File: config.mk
export PLATFORM = sky130hd
export DESIGN_NAME = rsa_strap_loader
export DESIGN_NICKNAME = d
export VERILOG_FILES = /design/src/inc/rsa_pkg.sv /design/src/hdl/rsa_attr_reg.sv /design/src/hdl/rsa_strap_loader.sv
export SDC_FILE = /design/constraint.sdc
export NUM_CORES = 1
export LEC_CHECK = 0
export BUFFER_PORTS_ARGS = -buffer_cell sky130_fd_sc_hd__buf_2
export CAP_MARGIN = 20
export CORE_MARGIN = 5
export CORE_UTILIZATION = 45
export CTS_BUF_LIST = sky130_fd_sc_hd__clkbuf_4 sky130_fd_sc_hd__clkbuf_8
export DETAILED_ROUTE_END_ITERATION = 10
export GPL_ROUTABILITY_DRIVEN = 0
export HOLD_SLACK_MARGIN = 0.08
export PLACE_DENSITY = 0.91
export SYNTH_ARGS = -nofsm -noshare
export SYNTH_HDL_FRONTEND = slang
export SYNTH_SLANG_ARGS = --single-unit
File: constraint.sdc
create_clock -name clock -period 2.2 [get_ports clock]
set_clock_uncertainty 0.15 [all_clocks]
set_input_delay 0.44 -clock clock [delete_from_list [all_inputs] [get_ports clock]]
set_output_delay 0.44 -clock clock [all_outputs]
set_load 0.01 [all_outputs]
File: src/inc/rsa_pkg.sv
// package: strap bit positions, encodings, attribute codes and decode constants
package rsa_pkg;

  // strap positions on the display cache data bus
  localparam int unsigned BUS_W = 32;
  localparam int unsigned XOR_BIT = 31;
  localparam int unsigned ALLZ_BIT = 30;
  localparam int unsigned FSEL_BIT = 29;
  localparam int unsigned IOQ_BIT = 28;
  localparam int unsigned F133_BIT = 13;

  // host bus frequency encoding
  typedef enum logic [1:0] {
    RSA_HF_66 = 2'h0,
    RSA_HF_100 = 2'h1,
    RSA_HF_133 = 2'h2
  } rsa_hfreq_type;

  // in-order queue depth values
  localparam logic [2:0] IOQ_DEPTH_4 = 3'h4;
  localparam logic [2:0] IOQ_DEPTH_1 = 3'h1;

  // per-bit access attribute codes
  typedef enum logic [1:0] {
    RSA_ATTR_RW = 2'h0,
    RSA_ATTR_RO = 2'h1,
    RSA_ATTR_WC = 2'h2,
    RSA_ATTR_WO = 2'h3
  } rsa_attr_type;

  // attribute register width
  localparam int unsigned REG_W = 32;

  // config offset of the mmio base pointer in graphics device 1
  localparam logic [7:0] MMIO_BASE_CFG_OFS = 8'h14;
  // size of the memory window for display cache registers
  localparam int unsigned MMIO_WIN_BITS = 19;
  // io base for detect/diagnostic registers (arbitrary)
  localparam logic [15:0] DIAG_IO_BASE = 16'h03d0;
  localparam int unsigned DIAG_IO_BITS = 4;

  // captured strap options travelling as one bundle
  typedef struct packed {
    logic xor_test;
    logic all_z;
    rsa_hfreq_type host_freq;
    logic [2:0] inorder_queue_depth;
  } rsa_straps_type;

  // default strap bundle before first capture
  localparam rsa_straps_type STRAP_RST = '{1'b0, 1'b0, RSA_HF_66, IOQ_DEPTH_4};

endpackage

File: src/hdl/rsa_attr_reg.sv
// one attribute-governed register: ro, rw, write-one-clear, write-once per bit
`timescale 1ns/1ps
`default_nettype none
module rsa_attr_reg (
  input wire logic clock,
  input wire logic sys_rst,
  input wire logic [rsa_pkg::REG_W-1:0] reset_value,
  input wire rsa_pkg::rsa_attr_type [rsa_pkg::REG_W-1:0] attr,
  input wire logic wr_en,
  input wire logic [3:0] wr_be,
  input wire logic [rsa_pkg::REG_W-1:0] wr_data,
  input wire logic [rsa_pkg::REG_W-1:0] hw_set,
  output logic [rsa_pkg::REG_W-1:0] value
);

  // -------------------------------------------------------------
  // state
  // -------------------------------------------------------------
  logic [rsa_pkg::REG_W-1:0] val_ff; // stored bits
  logic [rsa_pkg::REG_W-1:0] nxt_val;
  logic [rsa_pkg::REG_W-1:0] done_ff; // write-once used flags
  logic [rsa_pkg::REG_W-1:0] nxt_done;
  logic rst_d_ff; // reset seen last cycle, load defaults after release
  logic nxt_rst_d;

  // -------------------------------------------------------------
  // per bit next-state
  // -------------------------------------------------------------
  genvar gi;
  generate
    for (gi = 0; gi < rsa_pkg::REG_W; gi++)
    begin : g_bit
      logic we;
      assign we = wr_en && wr_be[gi/8];
      always_comb
      begin
        nxt_val[gi] = val_ff[gi];
        nxt_done[gi] = done_ff[gi];
        if (rst_d_ff)
        begin
          // default taken after reset (strap-fed bits included)
          nxt_val[gi] = reset_value[gi];
        end
        else
        begin
          unique case (attr[gi])
            rsa_pkg::RSA_ATTR_RW:
            begin
              if (we)
                nxt_val[gi] = wr_data[gi];
            end
            rsa_pkg::RSA_ATTR_RO:
            begin
              nxt_val[gi] = hw_set[gi] | val_ff[gi];
            end
            rsa_pkg::RSA_ATTR_WC:
            begin
              if (we && wr_data[gi])
                nxt_val[gi] = 1'b0;
              if (hw_set[gi])
                nxt_val[gi] = 1'b1;
            end
            rsa_pkg::RSA_ATTR_WO:
            begin
              if (we && !done_ff[gi])
              begin
                nxt_val[gi] = wr_data[gi];
                nxt_done[gi] = 1'b1;
              end
            end
          endcase
        end
      end

      // write-once bit holds after its first write
      wo_hold_a: assert property (@(posedge clock) disable iff (sys_rst)
        (!rst_d_ff && attr[gi] == rsa_pkg::RSA_ATTR_WO && done_ff[gi] && $stable(attr[gi]))
          |=> (val_ff[gi] == $past(val_ff[gi])))
        else $error("write-once bit changed after first write");

      // writing one to a clear bit with no set clears it
      wc_clear_a: assert property (@(posedge clock) disable iff (sys_rst)
        (!rst_d_ff && attr[gi] == rsa_pkg::RSA_ATTR_WC && we && wr_data[gi] && !hw_set[gi])
          |=> !val_ff[gi])
        else $error("write-one-clear bit did not clear");
    end
  endgenerate

  always_comb
  begin
    nxt_rst_d = 1'b0;
  end

  // registers only
  always_ff @(posedge clock)
  begin
    if (sys_rst)
    begin
      val_ff <= '0;
      done_ff <= '0;
      rst_d_ff <= 1'b1;
    end
    else
    begin
      val_ff <= nxt_val;
      done_ff <= nxt_done;
      rst_d_ff <= nxt_rst_d;
    end
  end

  assign value = val_ff;

endmodule
`default_nettype wire

File: src/hdl/rsa_strap_loader.sv
// strap capture, derived options, attribute register and address decode
`timescale 1ns/1ps
`default_nettype none
module rsa_strap_loader (
  input wire logic clock,
  input wire logic sys_rst,
  input wire logic [rsa_pkg::BUS_W-1:0] display_cache_data_bus,
  input wire logic processor_reset_line,
  input wire logic [31:0] mmio_base_pointer,
  input wire logic acc_valid,
  input wire logic acc_is_io,
  input wire logic [31:0] acc_addr,
  input wire logic acc_write,
  input wire logic [3:0] acc_be,
  input wire logic [31:0] acc_wdata,
  input wire rsa_pkg::rsa_attr_type [rsa_pkg::REG_W-1:0] reg_attr,
  input wire logic [rsa_pkg::REG_W-1:0] hw_event,
  output rsa_pkg::rsa_straps_type straps,
  output logic xor_tree_mode,
  output logic all_outputs_z,
  output logic dc_reg_hit,
  output logic diag_reg_hit,
  output logic [31:0] reg_value
);

  // -------------------------------------------------------------
  // strap capture state
  // -------------------------------------------------------------
  rsa_pkg::rsa_straps_type straps_ff; // held options
  rsa_pkg::rsa_straps_type nxt_straps;
  logic prst_d_ff; // delayed processor reset line
  logic nxt_prst_d;
  rsa_pkg::rsa_hfreq_type freq_dec; // decoded frequency

  // frequency decode from the bus
  // bit13 outranks bit29, so a 133 strap ignores the 66/100 pin
  always_comb
  begin
    if (display_cache_data_bus[rsa_pkg::F133_BIT])
      freq_dec = rsa_pkg::RSA_HF_133;
    else if (display_cache_data_bus[rsa_pkg::FSEL_BIT])
      freq_dec = rsa_pkg::RSA_HF_100;
    else
      freq_dec = rsa_pkg::RSA_HF_66;
  end

  // next strap values
  always_comb
  begin
    nxt_straps = straps_ff;
    // delayed copy for the rise detector
    nxt_prst_d = processor_reset_line;
    if (sys_rst)
    begin
      nxt_straps.xor_test = display_cache_data_bus[rsa_pkg::XOR_BIT];
      nxt_straps.all_z = display_cache_data_bus[rsa_pkg::ALLZ_BIT];
      nxt_straps.host_freq = freq_dec;
    end
    // processor reset may rise inside or after cold reset, so no priority
    if (processor_reset_line && !prst_d_ff)
    begin
      nxt_straps.inorder_queue_depth = display_cache_data_bus[rsa_pkg::IOQ_BIT] ?
        rsa_pkg::IOQ_DEPTH_1 : rsa_pkg::IOQ_DEPTH_4;
    end
  end

  // registers only; capture is a clocked load, not an async preset
  always_ff @(posedge clock)
  begin
    straps_ff <= nxt_straps;
    prst_d_ff <= nxt_prst_d;
  end

  // -------------------------------------------------------------
  // strap outputs, all from flops
  // -------------------------------------------------------------
  assign straps = straps_ff;
  assign xor_tree_mode = straps_ff.xor_test;
  assign all_outputs_z = straps_ff.all_z;

  // -------------------------------------------------------------
  // address decode
  // -------------------------------------------------------------
  logic mem_in_win;
  logic io_in_win;
  assign mem_in_win = !acc_is_io &&
    (acc_addr[31:rsa_pkg::MMIO_WIN_BITS] == mmio_base_pointer[31:rsa_pkg::MMIO_WIN_BITS]);
  assign io_in_win = acc_is_io &&
    (acc_addr[15:rsa_pkg::DIAG_IO_BITS] == rsa_pkg::DIAG_IO_BASE[15:rsa_pkg::DIAG_IO_BITS]);
  // the memory window serves both register sets
  assign dc_reg_hit = acc_valid && mem_in_win;
  assign diag_reg_hit = acc_valid && (io_in_win || mem_in_win);

  // -------------------------------------------------------------
  // attribute register, defaults partly from straps
  // -------------------------------------------------------------
  logic [31:0] reset_val;
  // upper 28 bits of the default word are zero
  assign reset_val = {28'h0000000, straps_ff.xor_test, straps_ff.all_z,
    straps_ff.host_freq};

  // writes reach the register only through a decoded hit
  rsa_attr_reg u_reg (
    .clock(clock),
    .sys_rst(sys_rst),
    .reset_value(reset_val),
    .attr(reg_attr),
    .wr_en(acc_write && diag_reg_hit),
    .wr_be(acc_be),
    .wr_data(acc_wdata),
    .hw_set(hw_event),
    .value(reg_value)
  );

  // -------------------------------------------------------------
  // checks on strap capture and decode
  // -------------------------------------------------------------
  // depth follows bit28 at the rise
  ioq_cap_a: assert property (@(posedge clock)
    (processor_reset_line && !prst_d_ff) |=> (straps_ff.inorder_queue_depth ==
      ($past(display_cache_data_bus[rsa_pkg::IOQ_BIT]) ? rsa_pkg::IOQ_DEPTH_1
        : rsa_pkg::IOQ_DEPTH_4)))
    else $error("queue depth not captured");

  // depth only moves at a rise
  ioq_hold_a: assert property (@(posedge clock) disable iff (sys_rst)
    !(processor_reset_line && !prst_d_ff) |=> $stable(straps_ff.inorder_queue_depth))
    else $error("queue depth moved without a rise");

  // cold-reset straps stay put outside reset
  strap_hold_a: assert property (@(posedge clock)
    (!sys_rst && !$past(sys_rst)) |-> $stable(straps_ff.host_freq) && $stable(straps_ff.all_z)
      && $stable(straps_ff.xor_test))
    else $error("strap value moved outside reset");

  // 133 selected when bit13 high in reset
  freq_133_a: assert property (@(posedge clock)
    (sys_rst && display_cache_data_bus[rsa_pkg::F133_BIT]) |=>
      straps_ff.host_freq == rsa_pkg::RSA_HF_133)
    else $error("133 MHz not selected");

  freq_low_a: assert property (@(posedge clock)
    (sys_rst && !display_cache_data_bus[rsa_pkg::F133_BIT]) |=> straps_ff.host_freq ==
      ($past(display_cache_data_bus[rsa_pkg::FSEL_BIT]) ? rsa_pkg::RSA_HF_100
        : rsa_pkg::RSA_HF_66))
    else $error("66/100 MHz decode wrong");

  xor_mode_a: assert property (@(posedge clock)
    sys_rst |=> xor_tree_mode == $past(display_cache_data_bus[rsa_pkg::XOR_BIT]))
    else $error("xor mode mismatch");

  all_z_a: assert property (@(posedge clock)
    sys_rst |=> all_outputs_z == $past(display_cache_data_bus[rsa_pkg::ALLZ_BIT]))
    else $error("all-z mismatch");

  // defaults loaded at the first edge after release, checked at the second
  dflt_load_a: assert property (@(posedge clock)
    ($past(sys_rst, 2) && !$past(sys_rst) && !sys_rst && !$past(hw_event[1]))
      |-> reg_value[1:0] == straps_ff.host_freq)
    else $error("default not loaded");

  io_hit_a: assert property (@(posedge clock)
    (acc_valid && acc_is_io && (acc_addr[15:rsa_pkg::DIAG_IO_BITS] ==
      rsa_pkg::DIAG_IO_BASE[15:rsa_pkg::DIAG_IO_BITS])) |-> diag_reg_hit && !dc_reg_hit)
    else $error("io diagnostic decode wrong");

  // memory access in the window hits both sets
  mem_hit_a: assert property (@(posedge clock)
    (acc_valid && !acc_is_io && (acc_addr[31:rsa_pkg::MMIO_WIN_BITS] ==
      mmio_base_pointer[31:rsa_pkg::MMIO_WIN_BITS])) |-> dc_reg_hit && diag_reg_hit)
    else $error("memory window decode wrong");

  // strap select bits in the default word
  dflt_bits_a: assert property (@(posedge clock)
    ($past(sys_rst, 2) && !$past(sys_rst) && !sys_rst)
      |-> reg_value[3:2] == {straps_ff.xor_test, straps_ff.all_z})
    else $error("strap selects missing from default");

  // only the three legal host frequencies
  freq_legal_a: assert property (@(posedge clock) disable iff (sys_rst)
    straps_ff.host_freq inside {rsa_pkg::RSA_HF_66, rsa_pkg::RSA_HF_100, rsa_pkg::RSA_HF_133})
    else $error("illegal host frequency code");

endmodule
`default_nettype wire

==> implementation parameters, run 1 <==
Parameter                              Value

Timing
  Clock period minus final worst setup slack    2.12 ns
  Unrepaired setup endpoints after global routing    true
  Post-Route Hold Slack    0.119 ns
  Setup violators final    0
  Achievable Freq    473 MHz
  Number of slew-limit violations in the final report    0
  Crit share post-route    96.2%
  Final Hold Vio Count    0

Drt
  Routed vias    6109
  Detailed-route DRC error count    0
  Starting DRC count in detailed routing    240
  Routed WL    16.6 mm
  DRT Pass-1 Iters    4
  Vias per cell    5.07
  Routed wire per std cell    13.7 um
  Remaining number of nets flagged by the antenna check after routing    0

Clock network
  Number of sinks driven by the clock tree    72
  Clock tree from TritonCTS    built
  Reg clk slew, reported paths    0.08 ns
  Root Driver    sky130_fd_sc_hd__clkbuf_8
  Total clock buffers created by CTS    9
  Worst-skew pair later-pin latency    0.36 ns
  CTS H-Tree Depth    3
  Worst-case clock buffer depth    2

Setup path
  Critical path's largest stage delay    0.34 ns
  CP Cell Sequence    buf_2 > xnor2_1 > nand4_1 > nor4_4 > buf_4 > o211ai_1 > buf_12 > o21ai_0 > o311ai_1 > mux2i_1
  Critical Path Source Type    input pin
  Crit end category    flip-flop
  Worst reg2reg path depth    5
  Critical register-to-register path endpoint    u_reg.value[9]
  Worst flop-to-flop path startpoint    u_reg.rst_d_ff
  Crit path buf inv count    3
  Critical-path top delay cell    sky130_fd_sc_hd__nor4_4
  Kind of cell adding the most delay to the critical path    simple AND/OR/NAND/NOR gates
  Largest fanout of any net on the critical path    17
  Worst Setup Path Type    input pin to flip-flop
  Data arrival time of the worst path    2.19 ns
  Register-to-register path setup slack    0.62 ns
  Worst Path Required    2.28 ns

GRT
  Global-route layer with the greatest usage    met2
  Vias in the first global route    6124
  Met2 Resource Use GR    37.3%
  Total global-route track usage    19.6%
  Met1 routing resource usage after global routing    19.9%
  GR Layer Usage met3    5.92%
  Maximum number of pins on one net before global-route repair    27
  Wire length of the first global-routing pass    26.4 mm
  Residual overflow from global routing    0
  Initial antenna violation count    2

Final layout
  Fill cell total of the finished layout    1224
  Total Nets Final    1383
  Ant. Diodes    0
  Fraction of layout cells with a size suffix above 1    28.6%
  Area growth syn-to-layout    27.6%

Die
  Area enclosed by the die boundary    16500 sq um
  DIE WIDTH    128 um
  Number of ports placed on the die boundary    277
  Die height    128 um
  Starting utilization of the core area    45.5%
  Number of rows in the core area    43
  Core ar.    13800 sq um

Synth
  Top_reg_cell synth    sky130_fd_sc_hd__dfxtp_1
  Number of instances in the synthesized netlist    789
  Most common cell in the netlist    sky130_fd_sc_hd__ha_1
  Cell taking the most area after synthesis    sky130_fd_sc_hd__ha_1
  Top cell type's share of synthesized area    25.4%
  Cell types with the largest area share after synthesis    sky130_fd_sc_hd__ha_1 25%, sky130_fd_sc_hd__dfxtp_1 21%, sky130_fd_sc_hd__nor2_1 7.1%, sky130_fd_sc_hd__inv_1 6.0%, sky130_fd_sc_hd__a21oi_1 5.9%
  Synthesized Nets    1151
  Number of enable-type register cells in the synthesized netlist    6
  Post-Synthesis Mean Instance Area    7.98 sq um
  Yosys warning total    0
  Register bit total from synthesis    72
  Syn Std Cell Area    6300 sq um
  Sequential fraction of the synthesis area    23.8%
  Most instantiated cells after synthesis    128 x sky130_fd_sc_hd__ha_1, 119 x sky130_fd_sc_hd__nor2_1, 101 x sky130_fd_sc_hd__inv_1
  Share of synthesized registers carrying an async set or reset    0%
  Count of cell types in the netlist    39

Run
  Count of max-cap constraint violations    0

Worst hold path
  Hold Crit Depth    1
  Startpoint of the most critical hold path    display_cache_data_bus[28]
  HP Class    input pin to flip-flop
  Worst hold path endpoint    straps[0]

Placement
  HPWL Detailed    13.5 mm
  # port buffers    222

Power and ir drop
  Tot Pwr    3.81 mW
  P_leak    4.16 nW
  Areal power density over the cells    474 nW/um^2
  IR Drop Worst-Case VDD    428 uV

Outcome
  Status    completed
## how the worst max path moves through the flow
stage          depth (start not counted)               to             startpoint  slack [ns]
4_1_cts                                6     diag_reg_hit  mmio_base_pointer[27]       0.008
6_report                              10  u_reg.value[19]  mmio_base_pointer[19]        0.08
5_1_grt                               10  u_reg.value[19]  mmio_base_pointer[24]      -0.009
3_5_place_dp                           9   u_reg.value[0]  mmio_base_pointer[31]       -0.26
3_3_place_gp                           9  u_reg.value[16]  mmio_base_pointer[27]       -0.25
2_1_floorplan                          8  u_reg.value[22]  mmio_base_pointer[30]      -0.006
## state kept, by name (all words and copies together) (netlist names)
signal / cells
xor_tree_mode: 1
prst_d_ff: 1
u_reg.rst_d_ff: 1
u_reg.done_ff: 32
all_outputs_z: 1
straps: 4
u_reg.value: 32
## per-stage QoR
step	std cells	instance area (sq um)	worst slack, ns	setup TNS, ns	utilization, %
floorplan	789	6300	-0.00557	-0.0111	-
global placement	1185	7700	-0.249	-8.40	55.7
detailed placement	1185	7700	-0.259	-9.21	55.7
CTS	1204	8020	0.00797	0	58.0
global route	1206	8040	-0.00914	-0.0220	58.1
finish	1206	8040	0.0844	0	58.1
## per-layer routing
layer,vias up,share of wire (%)
met5,-,0.16
met4,4,2.5
met3,39,8.0
met2,183,51
met1,2776,38
li1,3107,-
## layout by cell type (no fill, tap or decap), types with 5 or more instances in the layout
cell type,synthesis,final
sky130_fd_sc_hd__nand2_1,52,52
sky130_fd_sc_hd__o311ai_0,19,6
sky130_fd_sc_hd__mux2_2,24,24
sky130_fd_sc_hd__nor2_1,119,118
sky130_fd_sc_hd__o211ai_1,6,6
sky130_fd_sc_hd__nor2b_1,10,10
sky130_fd_sc_hd__nand2b_1,10,10
sky130_fd_sc_hd__edfxtp_1,6,6
sky130_fd_sc_hd__clkbuf_8,0,9
sky130_fd_sc_hd__and3_1,6,6
sky130_fd_sc_hd__a21oi_1,74,74
sky130_fd_sc_hd__o21ai_1,0,6
sky130_fd_sc_hd__xnor2_1,13,13
sky130_fd_sc_hd__buf_4,3,10
sky130_fd_sc_hd__buf_12,0,5
sky130_fd_sc_hd__bufinv_16,0,5
sky130_fd_sc_hd__o21ai_0,62,56
sky130_fd_sc_hd__dfxtp_1,66,66
sky130_fd_sc_hd__nor3_1,8,8
sky130_fd_sc_hd__o311ai_1,5,18
sky130_fd_sc_hd__nand4_1,9,9
sky130_fd_sc_hd__buf_2,0,222
sky130_fd_sc_hd__ha_1,128,128
sky130_fd_sc_hd__mux2i_1,27,27
sky130_fd_sc_hd__inv_1,101,101
## timing repair
action	in CTS	in global routing
buffers inserted	0	2
resized for setup	0	7
hold buffers	3	0
endpoints found under the setup margin	0	8
endpoints found under the hold margin	3	0
## cells by family (layout without fill, tap and decap cells)
logic type / after synthesis / in the layout / synth area share, %
adder cells (fa/ha/maj): 128 / 128 / 25.4
AND/OR/NAND/NOR: 229 / 229 / 16.5
flip-flops: 72 / 72 / 23.8
multiplexers: 51 / 51 / 8.59
other: 1 / 1 / 0.0596
buffers and inverters: 120 / 357 / 7.59
XOR/XNOR: 13 / 13 / 1.81
AO/OA/AOI/OAI: 175 / 175 / 16.2
## final cells by class
class                      count  area, sq um  area share (%)
multi-input combinational    597         4320            53.8
sequential                    72         1500            18.7
timing repair buffer         240         1320            16.4
inverter                     101          379            4.72
tap                          180          225            2.80
clock inverter                 7          166            2.07
clock buffer                   9          124            1.54
## power breakdown
| part | switching (mW) | internal [mW] | total [mW] |
|---|---|---|---|
| sequential | 0.0293 | 1.36 | 1.39 |
| clock | 0.558 | 0.987 | 1.54 |
| combinational | 0.448 | 0.425 | 0.874 |
Power figures use the tool's default switching activity.
==> run 2, diff against run 1 <==
--- a/config.mk
+++ b/config.mk
@@ -7,13 +7,12 @@
 export LEC_CHECK = 0
 export BUFFER_PORTS_ARGS = -buffer_cell sky130_fd_sc_hd__buf_2
 export CAP_MARGIN = 20
-export CORE_MARGIN = 5
-export CORE_UTILIZATION = 45
+export CORE_UTILIZATION = 50
 export CTS_BUF_LIST = sky130_fd_sc_hd__clkbuf_4 sky130_fd_sc_hd__clkbuf_8
 export DETAILED_ROUTE_END_ITERATION = 10
 export GPL_ROUTABILITY_DRIVEN = 0
 export HOLD_SLACK_MARGIN = 0.08
-export PLACE_DENSITY = 0.91
+export PLACE_DENSITY = 0.95
 export SYNTH_ARGS = -nofsm -noshare
 export SYNTH_HDL_FRONTEND = slang
 export SYNTH_SLANG_ARGS = --single-unit
==> constraint.sdc (replaced) <==
create_clock -name clock -period 2 [get_ports clock]
set_clock_uncertainty 0.15 [all_clocks]
set_input_delay 0.4 -clock clock [delete_from_list [all_inputs] [get_ports clock]]
set_output_delay 0.4 -clock clock [all_outputs]
set_load 0.01 [all_outputs]
==> implementation parameters, run 2 (synthesized netlist as in run 1, its figures left out) <==
Parameter                              Value

Drt
  Routed vias    6186
  Starting DRC count in detailed routing    308
  Remaining number of nets flagged by the antenna check after routing    0
  Routed wire per std cell    14.1 um
  Vias per cell    5.15
  DRT Pass-1 Iters    5
  Routed WL    16.9 mm
  Detailed-route DRC error count    0

Placement
  Placement Cell Area    7720 sq um
  # port buffers    222
  HPWL Detailed    13.1 mm
  Worst slack at placement    -0.654 ns

Power and ir drop
  Areal power density over the cells    458 nW/um^2
  P_leak    4.24 nW
  IR Drop Worst-Case VDD    484 uV

Timing
  Clock period minus final worst setup slack    2.06 ns
  Unrepaired setup endpoints after global routing    true
  Crit share post-route    103%
  Setup ws final    -0.0643 ns
  Setup violators final    13
  Final Hold Vio Count    0
  Achievable Freq    484 MHz
  Number of slew-limit violations in the final report    0

Die
  DIE WIDTH    114 um
  Area enclosed by the die boundary    13000 sq um
  Die height    114 um
  Number of ports placed on the die boundary    277
  Core ar.    12200 sq um
  Number of rows in the core area    40
  Starting utilization of the core area    51.8%

Clock network
  Worst-skew pair later-pin latency    0.36 ns
  Root Driver    sky130_fd_sc_hd__clkbuf_8
  Number of sinks driven by the clock tree    72
  CTS H-Tree Depth    3
  Clock tree from TritonCTS    built
  Total clock buffers created by CTS    9
  Worst-case clock buffer depth    2
  Reg clk slew, reported paths    0.09 ns

Worst hold path
  HP Class    input pin to flip-flop

Outcome
  Violated checks    setup timing
  Status    finished with violations

GRT
  Residual overflow from global routing    0
  Vias in the first global route    6105
  Total global-route track usage    25.4%
  Wire length of the first global-routing pass    26.3 mm
  Maximum number of pins on one net before global-route repair    45
  Initial antenna violation count    3

Final layout
  Area growth syn-to-layout    31.0%
  Final cell area excluding filler cells    8250 sq um
  Commonest non-fill, non-tap cell in the layout    sky130_fd_sc_hd__buf_2
  Fraction of layout cells with a size suffix above 1    32.1%
  Total Nets Final    1387
  Commonest cells after routing, fill and taps aside    213 x sky130_fd_sc_hd__buf_2, 128 x sky130_fd_sc_hd__ha_1, 118 x sky130_fd_sc_hd__nor2_1

Run
  Count of max-cap constraint violations    0

Setup path
  Register-to-register path setup slack    0.54 ns
  Worst Path Required    1.45 ns
  Worst Setup Path Type    input pin to output port
  Largest fanout of any net on the critical path    5
  Critical Path Source Type    input pin
  Data arrival time of the worst path    1.51 ns
  Crit end category    output port
[run 2: cell types whose count changed in the layout (fill, tap and decap cells not counted), moves of 7 or more]
cell / before / now
sky130_fd_sc_hd__xnor2_2: 0 / 10
sky130_fd_sc_hd__buf_6: 0 / 9
sky130_fd_sc_hd__o21ai_0: 56 / 25
sky130_fd_sc_hd__buf_2: 222 / 213
sky130_fd_sc_hd__o21ai_1: 6 / 24
sky130_fd_sc_hd__o311ai_2: 0 / 7
sky130_fd_sc_hd__o21ai_2: 2 / 15
sky130_fd_sc_hd__xnor2_1: 13 / 3
[run 2: critical path, cell delays in order]
cell	delay (ns)
sky130_fd_sc_hd__buf_6	0.10
sky130_fd_sc_hd__nor4b_4	0.30
sky130_fd_sc_hd__nand4_1	0.14
sky130_fd_sc_hd__nor4_2	0.17
sky130_fd_sc_hd__buf_4	0.18
sky130_fd_sc_hd__or2_4	0.13
sky130_fd_sc_hd__buf_6	0.10
[run 2: final cells by class]
type                    instances  area (sq um)
diodes                          3          7.51
clock buffers                   9           124
clock inverters                 7          81.3
fillers                       946          3910
inverters                     101           379
multi-input cells             597          4540
flip-flops and latches         72          1500
well taps                     168           210
repair buffers                244          1410
[run 2: repair_timing]
action,CTS,global route
gates cloned,0,0
gates resized for setup,10,59
pin swaps,10,9
hold buffers,5,0
setup buffers,2,2
endpoints found under the setup margin,20,48
hold endpoints to repair,5,0
[run 2: final timing paths]
check / to / from / depth (start not counted)
setup / recovery: diag_reg_hit / acc_addr[12] / 7
hold / removal: straps[3] / display_cache_data_bus[29] / 2
setup reg to reg: u_reg.value[15] / u_reg.rst_d_ff / 5
hold reg to reg: u_reg.done_ff[2] / u_reg.done_ff[2] / 2
[run 2: power by group]
| part | leakage [nW] | switching [mW] | internal, mW |
|---|---|---|---|
| clock | 0.100 | 0.619 | 0.588 |
| sequential | 0.593 | 0.0331 | 1.49 |
| combinational | 3.55 | 0.530 | 0.513 |
[run 2: stage by stage]
stage	cells	power [mW]	hold slack [ns]	util [%]	setup TNS (ns)
global route	1201	4.01	0.209	67.8	-2.18
detailed placement	1173	2.53	0.303	63.4	-21.25
CTS	1196	3.77	0.170	66.1	-0.0246
floorplan	789	2.12	0.278	-	-4.40
finish	1201	3.78	0.193	67.8	-0.408
global placement	1173	2.49	0.290	63.4	-19.31
[run 2: per-layer routing]
layer | vias to the layer above | global-route usage (%) | wire length (um)
met1 | 2831 | 25.3 | 6520
li1 | 3113 | - | -
met4 | 0 | 9.61 | 494
met5 | - | 0 | 0
met2 | 202 | 48.6 | 8590
met3 | 40 | 8.21 | 1280
==> run 3, diff against run 2 <==
--- a/config.mk
+++ b/config.mk
@@ -16,3 +16,4 @@
 export SYNTH_ARGS = -nofsm -noshare
 export SYNTH_HDL_FRONTEND = slang
 export SYNTH_SLANG_ARGS = --single-unit
+export TNS_END_PERCENT = 50
==> implementation parameters, run 3 (synthesized netlist as in run 1, its figures left out) <==
Parameter                              Value

GRT
  Met2 Resource Use GR    47.0%
  Vias in the first global route    6042
  Maximum number of pins on one net before global-route repair    45
  Met1 routing resource usage after global routing    24.8%
  Initial antenna violation count    1
  Residual overflow from global routing    0
  Wire length of the first global-routing pass    25.8 mm
  Total global-route track usage    24.3%
  GR Layer Usage met3    4.61%
  Global-route layer with the greatest usage    met2

Drt
  Vias per cell    5.26
  Detailed-route DRC error count    0
  Starting DRC count in detailed routing    354
  Routed wire per std cell    14.7 um
  Routed WL    17.7 mm
  DRT Pass-1 Iters    4
  Routed vias    6338
  Remaining number of nets flagged by the antenna check after routing    0

Outcome
  Violated checks    setup timing
  Status    finished with violations

Die
  Core ar.    12200 sq um
  Number of rows in the core area    40
  Number of ports placed on the die boundary    277
  Die height    114 um
  DIE WIDTH    114 um
  Area enclosed by the die boundary    13000 sq um
  Starting utilization of the core area    51.8%

Power and ir drop
  IR Drop Worst-Case VDD    313 uV
  Areal power density over the cells    474 nW/um^2
  P_leak    4.34 nW

Clock network
  Reg clk slew, reported paths    0.08 ns
  Worst-skew pair later-pin latency    0.35 ns
  Clock tree from TritonCTS    built
  Worst-case clock buffer depth    2
  Total clock buffers created by CTS    9
  Root Driver    sky130_fd_sc_hd__clkbuf_8
  Number of sinks driven by the clock tree    72
  CTS H-Tree Depth    3

Final layout
  Commonest non-fill, non-tap cell in the layout    sky130_fd_sc_hd__buf_2
  Fill cell total of the finished layout    899
  Area growth syn-to-layout    34.5%
  Commonest cells after routing, fill and taps aside    209 x sky130_fd_sc_hd__buf_2, 128 x sky130_fd_sc_hd__ha_1, 118 x sky130_fd_sc_hd__nor2_1
  Cell Count, Final, Fillers Out    1206
  Total Nets Final    1394
  Fraction of layout cells with a size suffix above 1    33.5%

Setup path
  Worst Setup Path Type    input pin to flip-flop
  Register-to-register path setup slack    0.45 ns
  Worst reg2reg path depth    5
  CP Launch Point    mmio_base_pointer[29]
  Worst flop-to-flop path startpoint    u_reg.rst_d_ff
  CP Capture Point    u_reg.value[19]
  Largest fanout of any net on the critical path    8
  Critical register-to-register path endpoint    u_reg.value[27]
  Data arrival time of the worst path    2.43 ns
  Worst Path Required    2.07 ns
  Critical Path Source Type    input pin
  Crit end category    flip-flop

Placement
  # port buffers    222
  Cell count after placement    1174
  HPWL Detailed    12.6 mm

Timing
  Setup ws final    -0.362 ns
  Setup violators final    62
  Number of slew-limit violations in the final report    0
  Crit share post-route    118%
  Post-Route Hold Slack    0.215 ns
  Transition time of the tightest slew-check pin    0.521 ns
  Clock period minus final worst setup slack    2.36 ns
  Max_slew headroom    65.3%
  Achievable Freq    423 MHz
  Final Hold Vio Count    0
  Unrepaired setup endpoints after global routing    true

Run
  Count of max-cap constraint violations    0

Worst hold path
  HP Class    input pin to flip-flop
==> run 3: cell count changes in the layout (fill, tap and decap cells not counted), sizes merged <==
cell / before / now
diode: 3 / 1
clkinv: 4 / 2
bufinv: 1 / 3
inv: 102 / 101
buf: 239 / 244
clkbuf: 9 / 12
==> run 3: what timing repair did <==
item,4_1_cts,5_1_grt
pin swaps,9,19
cloned,0,1
hold endpoints to repair,5,0
buffers inserted,1,8
setup endpoints to repair,27,47
hold buffers,5,0
resized for setup,13,91
==> run 3: layout make-up <==
| type | instances | area (sq um) | area share [%] |
|---|---|---|---|
| tap | 168 | 210 | 2.48 |
| clock inverter | 6 | 108 | 1.27 |
| clock buffer | 10 | 131 | 1.55 |
| multi-input combinational | 597 | 4620 | 54.6 |
| antenna | 1 | 2.50 | 0.0296 |
| sequential | 72 | 1500 | 17.7 |
| timing repair buffer | 251 | 1510 | 17.9 |
| inverter | 101 | 379 | 4.48 |
==> run 3: layer usage <==
metal	routed length [um]	share of wire, %	vias to the layer above
met5	0	0	-
met4	598	3.4	0
met3	993	5.6	52
met2	9250	52	213
met1	6870	39	2944
li1	-	-	3129
==> run 3: power breakdown <==
part / leakage (nW) / internal, mW / total, mW / switching [mW]
Clock: 0.120 / 0.839 / 1.41 / 0.574
Combinational: 3.63 / 0.526 / 1.07 / 0.548
Sequential: 0.593 / 1.49 / 1.53 / 0.0331
==> run 3: how the worst min path moves through the flow <==
stage	depth (start not counted)	slack (ns)	startpoint	to
global placement	2	0.29	u_reg.done_ff[3]	u_reg.done_ff[3]
detailed placement	2	0.30	u_reg.done_ff[12]	u_reg.done_ff[12]
finish	2	0.21	display_cache_data_bus[29]	straps[3]
CTS	2	0.21	display_cache_data_bus[29]	straps[3]
global route	2	0.22	display_cache_data_bus[29]	straps[3]
floorplan	0	0.28	processor_reset_line	prst_d_ff
==> run 3: through the flow <==
stage / setup TNS [ns] / worst slack [ns] / total power, mW / area, sq um / util [%]
after detailed placement: -20.19 / -0.476 / 2.53 / 7720 / 63.5
after global routing: -14.77 / -0.387 / 4.22 / 8470 / 69.6
after global placement: -18.05 / -0.447 / 2.48 / 7720 / 63.5
final: -12.29 / -0.362 / 4.01 / 8470 / 69.6
after floorplan: -5.02 / -0.156 / 2.12 / 6350 / -
after CTS: -0.444 / -0.0759 / 3.95 / 8060 / 66.3
==> run 3: critical path, stage by stage <==
cell	delay, ns
sky130_fd_sc_hd__buf_2	0.11
sky130_fd_sc_hd__xnor2_1	0.22
sky130_fd_sc_hd__nand4_1	0.24
sky130_fd_sc_hd__nor4_4	0.34
sky130_fd_sc_hd__buf_4	0.17
sky130_fd_sc_hd__o211ai_1	0.15
sky130_fd_sc_hd__clkbuf_16	0.20
sky130_fd_sc_hd__buf_12	0.14
sky130_fd_sc_hd__o21ai_0	0.11
sky130_fd_sc_hd__o311ai_2	0.17
sky130_fd_sc_hd__mux2i_1	0.16
